<file path="config.mk">
export PLATFORM = sky130hd
export DESIGN_NAME = ncd_datapath
export DESIGN_NICKNAME = d
export VERILOG_FILES = /design/src/ncd_pkg.sv /design/src/ncd_datapath.sv
export SDC_FILE = /design/constraint.sdc
export NUM_CORES = 1
export LEC_CHECK = 0
export BUFFER_PORTS_ARGS = -buffer_cell sky130_fd_sc_hd__buf_2
export CAP_MARGIN = 20
export CORE_UTILIZATION = 53
export DETAILED_ROUTE_END_ITERATION = 16
export PLACE_DENSITY = 0.72
export SYNTH_ARGS = -nofsm -noshare
export SYNTH_HDL_FRONTEND = slang
export SYNTH_SLANG_ARGS = --single-unit
</file>
<file path="constraint.sdc">
create_clock -name clk -period 3.4 [get_ports clk]
set_input_delay 0.51 -clock clk [delete_from_list [all_inputs] [get_ports clk]]
set_output_delay 0.51 -clock clk [all_outputs]
set_load 0.005 [all_outputs]
</file>
<file path="src/ncd_pkg.sv">
// constants and types for the nibble cpu datapath
package ncd_pkg;
  // instruction commands from the sequencer
  typedef enum logic [4:0] {
    OP_NOP = 5'h00, OP_LDA = 5'h01, OP_ADD = 5'h02, OP_ADC = 5'h03,
    OP_SUB = 5'h04, OP_SBC = 5'h05, OP_CMP = 5'h06, OP_RLC = 5'h07,
    OP_RRC = 5'h08, OP_CCC = 5'h09, OP_CCS = 5'h0a, OP_SCF = 5'h0b,
    OP_SGF = 5'h0c, OP_CGF = 5'h0d, OP_TGF = 5'h0e, OP_LDL = 5'h0f,
    OP_LDH = 5'h10, OP_STSP = 5'h11, OP_LDSP = 5'h12, OP_CALL = 5'h13,
    OP_RET = 5'h14, OP_RTI = 5'h15, OP_INTA = 5'h16, OP_BR = 5'h17,
    OP_DPL = 5'h18, OP_DPM = 5'h19, OP_DPH = 5'h1a, OP_DPI = 5'h1b,
    OP_PSET = 5'h1c, OP_PCLR = 5'h1d, OP_PTST = 5'h1e, OP_EI = 5'h1f
  } ncd_op_t;
  // register port offsets
  localparam logic [1:0] REG_CTRL = 2'h0;
  localparam logic [1:0] REG_FLAGS = 2'h1;
  localparam logic [1:0] REG_SP = 2'h2;
  localparam logic [1:0] REG_ACC = 2'h3;
  // control register fields
  localparam int CTRL_RATE_LSB = 0;
  localparam int CTRL_SLEEP_BIT = 3;
  // reset values and the first phase code
  localparam logic SF_RESET = 1'b1;
  localparam logic [2:0] RATE_RESET = 3'h0;
  localparam logic [3:0] PHASE_FIRST = 4'h1;
  localparam logic [3:0] PHASE_LAST = 4'h8;
  // time base: 22 stages, tick tap is TB_TAP_LO plus the rate code
  localparam int TB_W = 22;
  localparam logic [4:0] TB_TAP_LO = 5'h08;
  // interrupt vectors: VEC_BASE + VEC_STEP * source
  localparam logic [11:0] VEC_BASE = 12'h002;
  localparam logic [11:0] VEC_STEP = 12'h002;
  // number of port 4 pins reachable by the low pointer
  localparam logic [3:0] PORT4_PINS = 4'h2;
endpackage

</file>
<file path="src/ncd_datapath.sv">
// accumulator, flags, alu, pointers, stack, phases and time base
//
// Summary of operation
// - four-bit accumulator is alu source and destination
// - four flags pushed on interrupt, restored by interrupt return
// - addition carry out sets carry flag
// - subtract and compare: borrow clears carry flag
// - copy carry to branch flag, then clear/set
// - zero flag follows alu result being zero
// - reset forces branch condition flag high
// - branch taken only when branch flag high
// - user flag changed only by its instructions and interrupt return
// - only carry flag feeds the alu
// - rotate left through carry
// - rotate right through carry
// - two pointer registers, data or ram address
// - low pointer selects port 4 pin 0-1
// - stack pointer not reset, software loads it
// - stack pointer down on entry, up on return
// - accumulator to and from stack pointer
// - twelve-bit rom table pointer
// - sleep stops clock, oscillator pin held high
// - instruction cycle is four phase signals
// - 22-stage time base from base clock
// - tick at one of eight time base rates
// - interrupt pushes pc and flags, loads vector
// - interrupt return restores pc, flags, enable
//
// Added by the designer: the address-and-strobe port and the placing of the registers.
module ncd_datapath (
  // clock and reset
  input wire logic clk,
  input wire logic nrst,
  // instruction command from the sequencer
  input wire logic op_valid,
  input wire ncd_pkg::ncd_op_t op_code,
  input wire logic [3:0] op_data,
  input wire logic [11:0] op_target,
  input wire logic [11:0] pc_next,
  // register port
  input wire logic [1:0] reg_addr,
  input wire logic [3:0] reg_wdata,
  input wire logic reg_wr,
  input wire logic reg_rd,
  output logic [3:0] reg_rdata,
  // pins
  input wire logic wake_n_pin,
  input wire logic [1:0] port4_pin,
  output logic osc_output_pin,
  output logic [3:0] phase_signals,
  // datapath state
  output logic [3:0] acc,
  output logic [3:0] flags,
  output logic [3:0] ptr_high,
  output logic [3:0] ptr_low,
  output logic [11:0] rom_table_pointer,
  // program counter control
  output logic pc_load,
  output logic [11:0] pc_out,
  output logic int_enable,
  // port bit strobes
  output logic port_bit_set,
  output logic port_bit_clear,
  output logic port_bit_sel,
  // time base
  output logic periodic_tick_interrupt,
  output logic [21:0] time_base
);
  import ncd_pkg::*;

  logic [3:0] phase_ff; // one-hot phase
  logic sleep_ff; // clock stopped
  logic sleep_req_ff; // software asked for sleep
  logic [2:0] rate_ff; // tick rate code
  logic wake_s1_ff, wake_s2_ff, wake_s3_ff; // wake pin synchroniser and edge
  logic [1:0] p4_s1_ff, p4_s2_ff; // port pin synchroniser
  logic [TB_W-1:0] tb_ff; // time base counter
  logic tick_ff;
  logic osc_ff;
  logic [3:0] acc_ff;
  logic cf_ff, zf_ff, sf_ff, gf_ff;
  logic [3:0] ph_ff, pl_ff; // pointer pair
  logic [3:0] sp_ff; // stack level
  logic [11:0] pc_stk [16]; // return addresses
  logic [3:0] flag_stk [16]; // saved flags
  logic [11:0] dp_ff;
  logic pc_load_ff, ei_ff;
  logic [11:0] pc_out_ff;
  logic pset_ff, pclr_ff;
  logic [3:0] rdata_ff;
  logic op_take; // command accepted this cycle
  logic [3:0] nxt_acc;
  logic nxt_cf, nxt_zf, alu_wr, alu_op;
  logic [4:0] sum5, dif5;
  logic [TB_W-1:0] tap_mask;
  logic wake_edge;

  // vector address of an interrupt source
  function automatic logic [11:0] vec_of(input logic [2:0] src);
    vec_of = VEC_BASE + VEC_STEP * {9'h000, src};
  endfunction

  // commands only land at the end of an instruction cycle
  assign op_take = op_valid && phase_ff[3] && !sleep_ff;
  assign wake_edge = wake_s3_ff && !wake_s2_ff;

  // pin synchronisers; the first stage feeds only the second
  always_ff @(posedge clk or negedge nrst) begin
    if (!nrst) begin
      wake_s1_ff <= 1'b1;
      wake_s2_ff <= 1'b1;
      wake_s3_ff <= 1'b1;
      p4_s1_ff <= 2'h0;
      p4_s2_ff <= 2'h0;
    end else begin
      wake_s1_ff <= wake_n_pin;
      wake_s2_ff <= wake_s1_ff;
      wake_s3_ff <= wake_s2_ff;
      p4_s1_ff <= port4_pin;
      p4_s2_ff <= p4_s1_ff;
    end
  end

  // four phases
  // phases rotate; sleep only starts at the last phase so a cycle never splits
  always_ff @(posedge clk or negedge nrst) begin
    if (!nrst) begin
      phase_ff <= PHASE_LAST;
    end else if (!sleep_ff) begin
      phase_ff <= {phase_ff[2:0], phase_ff[3]};
    end
  end

  // sleep control
  // set of the request wins over its consumption in the same cycle
  always_ff @(posedge clk or negedge nrst) begin
    if (!nrst) begin
      sleep_req_ff <= 1'b0;
      sleep_ff <= 1'b0;
      rate_ff <= RATE_RESET;
      osc_ff <= 1'b0;
    end else begin
      if (reg_wr && reg_addr == REG_CTRL) begin
        rate_ff <= reg_wdata[CTRL_RATE_LSB +: 3];
      end
      if (reg_wr && reg_addr == REG_CTRL && reg_wdata[CTRL_SLEEP_BIT]) begin
        sleep_req_ff <= 1'b1;
      end else if (sleep_req_ff && phase_ff[3] && !sleep_ff) begin
        sleep_req_ff <= 1'b0;
      end
      if (sleep_ff && wake_edge) begin
        sleep_ff <= 1'b0;
      end else if (sleep_req_ff && phase_ff[3]) begin
        sleep_ff <= 1'b1;
      end
      // oscillator pin parks high while stopped, else shows the phase clock
      osc_ff <= sleep_ff | phase_ff[1] | phase_ff[2];
    end
  end

  // time base
  // cleared during sleep, counts one per base clock otherwise
  always_ff @(posedge clk or negedge nrst) begin
    if (!nrst) begin
      tb_ff <= '0;
    end else if (sleep_ff) begin
      tb_ff <= '0;
    end else begin
      tb_ff <= tb_ff + 22'h000001;
    end
  end

  // tick tap
  // tick fires as the tapped stage is about to roll over
  assign tap_mask = (22'h000001 << (TB_TAP_LO + {2'h0, rate_ff})) - 22'h000001;
  always_ff @(posedge clk or negedge nrst) begin
    if (!nrst) begin
      tick_ff <= 1'b0;
    end else begin
      tick_ff <= !sleep_ff && ((tb_ff & tap_mask) == tap_mask);
    end
  end

  // carry only
  // alu; the carry flag is the only flag feeding the arithmetic
  always_comb begin
    sum5 = {1'b0, acc_ff} + {1'b0, op_data} +
      {4'h0, (op_code == OP_ADC) & cf_ff};
    dif5 = {1'b0, acc_ff} - {1'b0, op_data} -
      {4'h0, (op_code == OP_SBC) & ~cf_ff};
    nxt_acc = acc_ff;
    nxt_cf = cf_ff;
    alu_wr = 1'b1;
    alu_op = 1'b1;
    case (op_code)
      OP_ADD, OP_ADC: begin
        nxt_acc = sum5[3:0];
        nxt_cf = sum5[4];
      end
      OP_SUB, OP_SBC: begin
        nxt_acc = dif5[3:0];
        nxt_cf = ~dif5[4];
      end
      // compare keeps the accumulator, flags only
      OP_CMP: begin
        nxt_cf = ~dif5[4];
        alu_wr = 1'b0;
      end
      OP_RLC: begin
        nxt_acc = {acc_ff[2:0], cf_ff};
        nxt_cf = acc_ff[3];
      end
      OP_RRC: begin
        nxt_acc = {cf_ff, acc_ff[3:1]};
        nxt_cf = acc_ff[0];
      end
      OP_LDA: nxt_acc = op_data;
      OP_LDSP: nxt_acc = sp_ff;
      default: begin
        alu_wr = 1'b0;
        alu_op = 1'b0;
      end
    endcase
    nxt_zf = (op_code == OP_CMP) ? (dif5[3:0] == 4'h0) : (nxt_acc == 4'h0);
  end

  always_ff @(posedge clk or negedge nrst) begin
    if (!nrst) begin
      acc_ff <= 4'h0;
    end else if (op_take && alu_wr) begin
      acc_ff <= nxt_acc;
    end
  end

  // flags; the sequencer never sends two flag sources at once
  always_ff @(posedge clk or negedge nrst) begin
    if (!nrst) begin
      cf_ff <= 1'b0;
      zf_ff <= 1'b0;
      sf_ff <= SF_RESET;
      gf_ff <= 1'b0;
    end else if (op_take) begin
      if (alu_op) begin
        cf_ff <= nxt_cf;
        zf_ff <= nxt_zf;
        // add reports no-carry, subtract reports no-borrow, loads report 1
        sf_ff <= (op_code == OP_ADD || op_code == OP_ADC) ? ~sum5[4] :
          (op_code == OP_LDA || op_code == OP_LDSP) ? 1'b1 : nxt_cf;
      end
      case (op_code)
        OP_CCC, OP_CCS: begin
          sf_ff <= cf_ff;
          cf_ff <= (op_code == OP_CCS);
        end
        OP_SCF: cf_ff <= 1'b1;
        OP_SGF: gf_ff <= 1'b1;
        OP_CGF: gf_ff <= 1'b0;
        OP_TGF: sf_ff <= gf_ff;
        OP_PTST: sf_ff <= (pl_ff < PORT4_PINS) && p4_s2_ff[pl_ff[0]];
        OP_RTI: {gf_ff, sf_ff, zf_ff, cf_ff} <= flag_stk[sp_ff];
        // interrupt entry forces the branch flag high
        OP_INTA: sf_ff <= 1'b1;
        default: begin
        end
      endcase
    end
  end

  always_ff @(posedge clk or negedge nrst) begin
    if (!nrst) begin
      ph_ff <= 4'h0;
      pl_ff <= 4'h0;
    end else if (op_take) begin
      if (op_code == OP_LDL) begin
        pl_ff <= op_data;
      end
      if (op_code == OP_LDH) begin
        ph_ff <= op_data;
      end
    end
  end

  // stack level left unreset
  // stack storage and level carry no reset on purpose: software loads them
  always_ff @(posedge clk) begin
    if (op_take) begin
      case (op_code)
        OP_STSP: sp_ff <= acc_ff;
        OP_CALL, OP_INTA: begin
          sp_ff <= sp_ff - 4'h1;
          pc_stk[sp_ff - 4'h1] <= pc_next;
          flag_stk[sp_ff - 4'h1] <= {gf_ff, sf_ff, zf_ff, cf_ff};
        end
        OP_RET, OP_RTI: sp_ff <= sp_ff + 4'h1;
        default: begin
        end
      endcase
    end
  end

  // rom table pointer
  // loaded one nibble at a time from the accumulator, stepped by OP_DPI
  always_ff @(posedge clk or negedge nrst) begin
    if (!nrst) begin
      dp_ff <= 12'h000;
    end else if (op_take) begin
      case (op_code)
        OP_DPL: dp_ff[3:0] <= acc_ff;
        OP_DPM: dp_ff[7:4] <= acc_ff;
        OP_DPH: dp_ff[11:8] <= acc_ff;
        OP_DPI: dp_ff <= dp_ff + 12'h001;
        default: begin
        end
      endcase
    end
  end

  // program counter control and interrupt enable
  always_ff @(posedge clk or negedge nrst) begin
    if (!nrst) begin
      pc_load_ff <= 1'b0;
      pc_out_ff <= 12'h000;
      ei_ff <= 1'b0;
    end else begin
      pc_load_ff <= 1'b0;
      if (op_take) begin
        case (op_code)
          OP_BR: begin
            pc_load_ff <= sf_ff;
            pc_out_ff <= op_target;
          end
          OP_CALL: begin
            pc_load_ff <= 1'b1;
            pc_out_ff <= op_target;
          end
          OP_RET: begin
            pc_load_ff <= 1'b1;
            pc_out_ff <= pc_stk[sp_ff];
          end
          OP_RTI: begin
            pc_load_ff <= 1'b1;
            pc_out_ff <= pc_stk[sp_ff];
            ei_ff <= 1'b1;
          end
          OP_INTA: begin
            pc_load_ff <= 1'b1;
            pc_out_ff <= vec_of(op_data[2:0]);
            ei_ff <= 1'b0;
          end
          OP_EI: ei_ff <= op_data[0];
          default: begin
          end
        endcase
      end
    end
  end

  // port pin strobes
  // pointer values at or above the pin count give no strobe
  always_ff @(posedge clk or negedge nrst) begin
    if (!nrst) begin
      pset_ff <= 1'b0;
      pclr_ff <= 1'b0;
    end else begin
      pset_ff <= op_take && op_code == OP_PSET && pl_ff < PORT4_PINS;
      pclr_ff <= op_take && op_code == OP_PCLR && pl_ff < PORT4_PINS;
    end
  end

  // register reads; data stands only in the cycle after the strobe
  always_ff @(posedge clk or negedge nrst) begin
    if (!nrst) begin
      rdata_ff <= 4'h0;
    end else if (reg_rd) begin
      case (reg_addr)
        REG_CTRL: rdata_ff <= {sleep_req_ff, rate_ff};
        REG_FLAGS: rdata_ff <= {gf_ff, sf_ff, zf_ff, cf_ff};
        REG_SP: rdata_ff <= sp_ff;
        default: rdata_ff <= acc_ff;
      endcase
    end else begin
      rdata_ff <= 4'h0;
    end
  end

  assign reg_rdata = rdata_ff;
  assign osc_output_pin = osc_ff;
  assign phase_signals = phase_ff;
  assign acc = acc_ff;
  assign flags = {gf_ff, sf_ff, zf_ff, cf_ff};
  assign ptr_high = ph_ff;
  assign ptr_low = pl_ff;
  assign rom_table_pointer = dp_ff;
  assign pc_load = pc_load_ff;
  assign pc_out = pc_out_ff;
  assign int_enable = ei_ff;
  assign port_bit_set = pset_ff;
  assign port_bit_clear = pclr_ff;
  assign port_bit_sel = pl_ff[0];
  assign periodic_tick_interrupt = tick_ff;
  assign time_base = tb_ff;
endmodule

</file>
---- Word level (Yosys, flattened, before mapping) ----
Memories as Yosys holds them, arrays and structs flattened. A register that Yosys moved wholly into a read port is not among the register bits.
Index checks and enable logic that the tools add are counted.
storage, ports and cells
  memory bits (read-only) ................. 0
  flip-flop bits (word level) ............. 92
  input bits .............................. 47
  bits in latches ......................... 0
  RAM bits ................................ 256
  memories ................................ 2
  output and inout port bits .............. 77
  word-level logic and storage cells ...... 179
cells by class
  bitwise operators ....................... 8
  order comparisons ....................... 2
  shift operators ......................... 1
  equality and inequality tests ........... 34
  multipliers ............................. 0
  add/subtract/negate cells ............... 11
  reductions and logical operators ........ 56
  multiplexer cells ....................... 36
  divide/modulo/power cells ............... 0
memory list
  memory    depth  bits a word  rd ports  clocked after memory_dff  wr ports  RTL line            RTL
  pc_stk    16     12           1         1                         1         ncd_datapath.sv:84  logic [11:0] pc_stk [16];
  flag_stk  16     4            1         1                         1         ncd_datapath.sv:85  logic [3:0] flag_stk [16];
operators by type and width
  operator                                              count
  equality test 5 bit (second input constant)           16
  equality test 5 x 4 -> 1 bit (second input constant)  8
  case mux 12 bit (3 select lines)                      1
  case mux 4 bit (2 select lines)                       3
  case mux 4 bit (3 select lines)                       2
  case mux 4 bit (6 select lines)                       1
  AND reduction 2 bit                                   12
  adder 22 x 1 -> 22 bit (second input constant)        1
  bitwise AND 22 bit                                    1
  equality test 22 bit                                  1
  2-to-1 mux 22 bit                                     1
  left shift 1 x 5 -> 22 bit (first input constant)     1
  subtractor 22 x 1 -> 22 bit (second input constant)   1
  equality test 5 x 3 -> 1 bit (second input constant)  4
  2-to-1 mux 1 bit                                      19
  logical AND 1 bit                                     15
  adder 12 x 1 -> 12 bit (second input constant)        1
  2-to-1 mux 4 bit                                      3
  nonzero test 2 bit                                    6
  nonzero test 3 bit                                    4
  OR reduction 2 bit                                    6
  equality test 5 x 2 -> 1 bit (second input constant)  2
  case mux 1 bit (3 select lines)                       3
  OR reduction 9 bit                                    1
  other kinds (28)                                      35

---- Logic depth before layout (Yosys ltp) ----
  depth after elaboration ................. 9
  mapped depth ............................ 14
  depth with buffers taken out ............ 12

---- Least setup slack after synthesis ----
OpenSTA, ideal clock, no wires.
  path kind ............................... input to register
  start ................................... input port op_code[0]
  end ..................................... register acc_ff[3] (netlist: acc[3])
  setup time .............................. 119 ps
  stages on the path ...................... 14
  path buffers ............................ 2
  required time ........................... 3281 ps
  path slack .............................. 186 ps
  arrival time ............................ 3095 ps
  cell sequence ........................... buf_2 nor2b_1 clkbuf_1 nand2_1 or3_1 fa_1 inv_1 ha_1 o21ai_0 nand3b_1 xor2_1 a221oi_1 o211ai_1 o21a_1
on the way
  cells in the longest elaborated chain, start to end .. 4
  elaborated cells on any way between the ends .. 18
  classes of those cells .................. add/sub: 2; eq/ne: 8; mux: 2; bitwise: 2; reduce/logical: 4
ends and longest elaborated chain
  item                                                                  RTL line                                  RTL
  start, declared                                                       ncd_datapath.sv:36                        input wire ncd_pkg::ncd_op_t op_code,
  equality test 5 x 3 -> 1 bit, or another cell as far along            ncd_datapath.sv:190, ncd_datapath.sv:195
  bitwise AND 1 bit, or another cell as far along                       ncd_datapath.sv:190                       {4'h0, (op_code == OP_SBC) & ~cf_ff};
  subtractor 5 x 1 -> 5 bit, or another cell as far along               ncd_datapath.sv:189                       dif5 = {1'b0, acc_ff} - {1'b0, op_data} -
  case mux 4 bit (6 select lines) or logical AND 1 bit (tied branches)  ncd_datapath.sv:195, ncd_datapath.sv:230
  end signal, assigned                                                  ncd_datapath.sv:231                       acc_ff <= nxt_acc;
  end, declared                                                         ncd_datapath.sv:80                        logic [3:0] acc_ff;
Parallel ways exist; a longest one is shown, timed or not.
A chain may end at the register's enable or synchronous reset.

---- Final worst setup path ----
  start ................................... register cf_ff
  end ..................................... register zf_ff
on the way
  cells in the longest elaborated chain, start to end .. 8
  elaborated cells on any way between the ends .. 11
  classes of those cells .................. add/sub: 2; mux: 4; bitwise: 3; reduce/logical: 2
ends and longest elaborated chain
  item                             RTL line             RTL
  start, declared                  ncd_datapath.sv:81   logic cf_ff, zf_ff, sf_ff, gf_ff;
  start signal, assigned           ncd_datapath.sv:244  cf_ff <= nxt_cf;
  start signal, assigned           ncd_datapath.sv:253  cf_ff <= (op_code == OP_CCS);
  start signal, assigned           ncd_datapath.sv:260  OP_RTI: {gf_ff, sf_ff, zf_ff, cf_ff} <= flag_stk[sp_ff];
  NOT 1 bit                        ncd_datapath.sv:190
  bitwise AND 1 bit                ncd_datapath.sv:190
  subtractor 5 x 1 -> 5 bit        ncd_datapath.sv:189
  case mux 4 bit (6 select lines)  ncd_datapath.sv:195  case (op_code)
  logical NOT 4 bit                ncd_datapath.sv:224  nxt_zf = (op_code == OP_CMP) ? (dif5[3:0] == 4'h0) : (nxt_acc == 4'h0);
  2-to-1 mux 1 bit (*)             ncd_datapath.sv:224
  2-to-1 mux 1 bit (*)             ncd_datapath.sv:243  if (alu_op) begin
  2-to-1 mux 1 bit (*)             ncd_datapath.sv:250  case (op_code)
  end signal, assigned             ncd_datapath.sv:245  zf_ff <= nxt_zf;
  end signal, assigned             ncd_datapath.sv:260
  end, declared                    ncd_datapath.sv:81
Mark *: on every way between the ends. The rest lies on a longest branch, timed or not. The select of a mux whose other input is x is not followed.

==> reports/qor.yml <==
synth:
  yosysTopAreaCell: "edfxtp_1"
  postSynthAreaPerCell_um2: 15.6
  synth_area_mm2: 0.0153
  ys_types: 69
  synth_nets: 1052
  ys_warn_count: 0
  synth-seq-cells: 352
  synth.yosys.seq_area_share: 0.660
  synth_edf_count: 260
  synthArstFlopShare: 0.250
  synth_top_area_frac: 0.510
  syn_inst: 984
  synth_area_leaders: "edfxtp_1 (51%), dfrtp_1 (14%), mux4_2 (12%)"
  synthFlopType: "edfxtp_1"
timing:
  rsz0062_at_grt: "false"
  slew_violations: 0
  fin_skew_ns: 0.0269
  slew_headroom: 0.414
  fin_crit_ns: 2.69
  fin_crit_sh: 0.792
  tightest_slew_ns: 0.879
  hold_viol: 0
  max_clock_freq_ghz: 0.372
  setup_violations: 0
  setup_ws_ns: 0.709
  hold_ws_ns: 0.0997
  tns_ns: 0
global_routing:
  grt_start_max_net_pins: 69
  grt_pass1_wl_um: 54700
  grt_overflow_total: 0
  antenna_found_initial: 0
  grtUsageTotal: 0.253
  grt_pass1_vias: 9093
worst_setup_path:
  critical_path.max_fanout: 24
  critPathCaptureType: "flop"
  cp.required_ns: 3.85
  startpoint_type: "flop"
  critPathKind: "flop to flop"
  crit_arrival_ns: 3.14
  r2r_slack_ns: 0.71
clocking:
  clk_pin_slew_worst_paths_ns: 0.06
  clk_latency_ns: 0.53
  clock-sinks: 352
  post_cts_resized: 0
  cts_tree: "done"
  postCtsSetupBuffers: 0
  htreeDepth: 2
  cts-hold-fix-buffers: 0
  cts_root_buf: "clkbuf_16"
  cts_buffer_depth: 3
  cts_buffers: 37
pwr:
  power_frac_clock: 0.437
  p_leak_nw: 6.84
  p_int_w: 0.00694
  ir_worst_vdd_mv: 0.420
  p_per_area_mw_per_mm2: 490
  power_frac_seq: 0.533
  combinationalPowerShare: 0.030
  sw_frac_of_total: 0.201
  total_power_w: 0.00869
  p_sw_w: 0.00175
placement:
  dp_slack_ns: 0.212
  io_buffers: 123
  gp_congestion: 0.936
  dp_hpwl_um: 23400
  placedCellCount: 1477
floorplanning:
  core_area_mm2: 0.0281
  start_util: 0.545
  rows: 61
  die_w_um: 172
  die_area_mm2: 0.0296
  die_h_um: 172
  num_io_pins: 124
final_layout:
  antennaDiodeCount: 0
  final_cells: 1544
  nets: 1207
  layout-drive-gt1-share: 0.298
  area_growth_pct: 15.8
drt:
  drtIter0Drc: 879
  drc_errors: 0
  wl_met3_um: 2870
  wl_per_cell_um: 23.6
  maxUsedRoutingLayer: "met4"
  wl_met1_um: 15200
  dr.pass1.iters: 5
  vias: 9307
  ant_nets: 0
  dr_wl_met2_um: 17600
  via_per_inst: 6.03
  drt-total-wl_um: 36500
hold_path:
  min_path_type: "input port to flop"
run_status:
  run_status: "complete, no violations"
run:
  cap_violations: 0
-- worst paths after layout --
path	to	cells past startpoint	from
max	zf_ff$_DFFE_PN0P_	11	cf_ff$_DFFE_PN0P_
min	wake_s1_ff$_DFF_PN1_	1	wake_n_pin
max reg2reg	zf_ff$_DFFE_PN0P_	11	cf_ff$_DFFE_PN0P_
min reg2reg	p4_s2_ff[1]$_DFF_PN0_	0	p4_s1_ff[1]$_DFF_PN0_
max in group asynchronous	time_base[18]$_DFF_PN0_	2	nrst
min in group asynchronous	rom_table_pointer[4]$_DFFE_PN0P_	1	nrst
-- layer usage --
metal | GRT usage | vias up
met1 | 0.350 | 4688
met5 | 0 | -
met3 | 0.0469 | 57
li1 | - | 4145
met4 | 0.0723 | 0
met2 | 0.411 | 417
-- power by group through the flow --
| stage | combinational, W | clock [W] | sequential (W) |
|---|---|---|---|
| 6_report | 0.000260 | 0.00380 | 0.00463 |
| 5_1_grt | 0.000285 | 0.00404 | 0.00463 |
| 4_1_cts | 0.000257 | 0.00387 | 0.00463 |
| 3_5_place_dp | 0.000255 | 0 | 0.00472 |
| 3_3_place_gp | 0.000251 | 0 | 0.00472 |
| 2_1_floorplan | 0.000128 | 0 | 0.00472 |
-- placed cells by master (no fill, tap or decap), drive strengths merged, types with 10 or more instances in the layout --
master / synthesis / routed
a21oi: 27 / 27
a22oi: 10 / 10
buf: 33 / 174
clkbuf: 25 / 58
dfrtp: 83 / 83
edfxtp: 260 / 260
ha: 17 / 17
inv: 19 / 21
mux2: 16 / 16
mux4: 81 / 81
nand2: 67 / 67
nand2b: 10 / 10
nand3: 25 / 25
nand4: 13 / 13
nor2: 68 / 68
nor2b: 10 / 10
nor3: 11 / 11
o21ai: 41 / 41
xnor2: 12 / 12
xor2: 22 / 22
-- through the flow --
stage / cell area, µm² / utilization
floorplan: 15300 / -
global placement: 16600 / 0.591
detailed placement: 16600 / 0.591
CTS: 17700 / 0.631
global route: 17700 / 0.631
finish: 17700 / 0.631
-- Yosys cell counts (6+ instances only) --
master    count
nand2_1      67
nor2_1       68
a31oi_1       8
xnor2_1      12
ha_1         17
a22o_1        6
edfxtp_1    260
and2_1        7
xor2_1       22
mux2i_1       6
clkbuf_1     25
mux2_2       16
nand4_1      13
and3_1        8
a21oi_1      27
buf_4         9
nor2b_1      10
dfrtp_1      83
nand3_1      25
nor3_1       11
o21ai_1      10
inv_1        19
a22oi_1      10
buf_2        17
nand2b_1     10
mux4_2       81
o21ai_0      31
or3_1         6
-- worst max-delay path: stages (launching register included) --
cell	delay (ns)
dfrtp_1	0.37
buf_4	0.29
nand4_1	0.15
fa_1	0.38
inv_1	0.10
fa_1	0.41
nand2_1	0.06
o21ai_0	0.09
a22o_1	0.20
a211oi_1	0.24
nand4_1	0.13
o21ai_0	0.18
-- cells by family (layout without fill, tap and decap cells) --
group	after synthesis	in the layout	share of synthesized area
fa+ha+maj	21	21	0.0191
compound gates	145	145	0.0624
simple gates	252	252	0.0809
buf+inv	77	259	0.0237
flops	352	352	0.660
mux	103	103	0.135
xor+xnor	34	34	0.0195
-- sequential cells by signal, indices dropped and copies added (netlist names), 2 cells and up, named ones only --
register,flops
phase_signals,4
rom_table_pointer,12
p4_s2_ff,2
pc_out,12
ptr_high,4
flag_stk,64
pc_stk,192
acc,4
p4_s1_ff,2
time_base,22
sp_ff,4
reg_rdata,4
rate_ff,3
ptr_low,4
-- area by class of cell --
| cell class | instances | area, µm² |
|---|---|---|
| Fill cell | 2044 | 10400 |
| Sequential cell | 352 | 10100 |
| Multi-Input combinational cell | 555 | 4890 |
| Clock buffer | 58 | 1070 |
| Timing Repair Buffer | 174 | 1060 |
| Tap cell | 378 | 473 |
| Inverter | 19 | 71.3 |
| Clock inverter | 8 | 67.6 |
(Power assumes the default switching activity.)
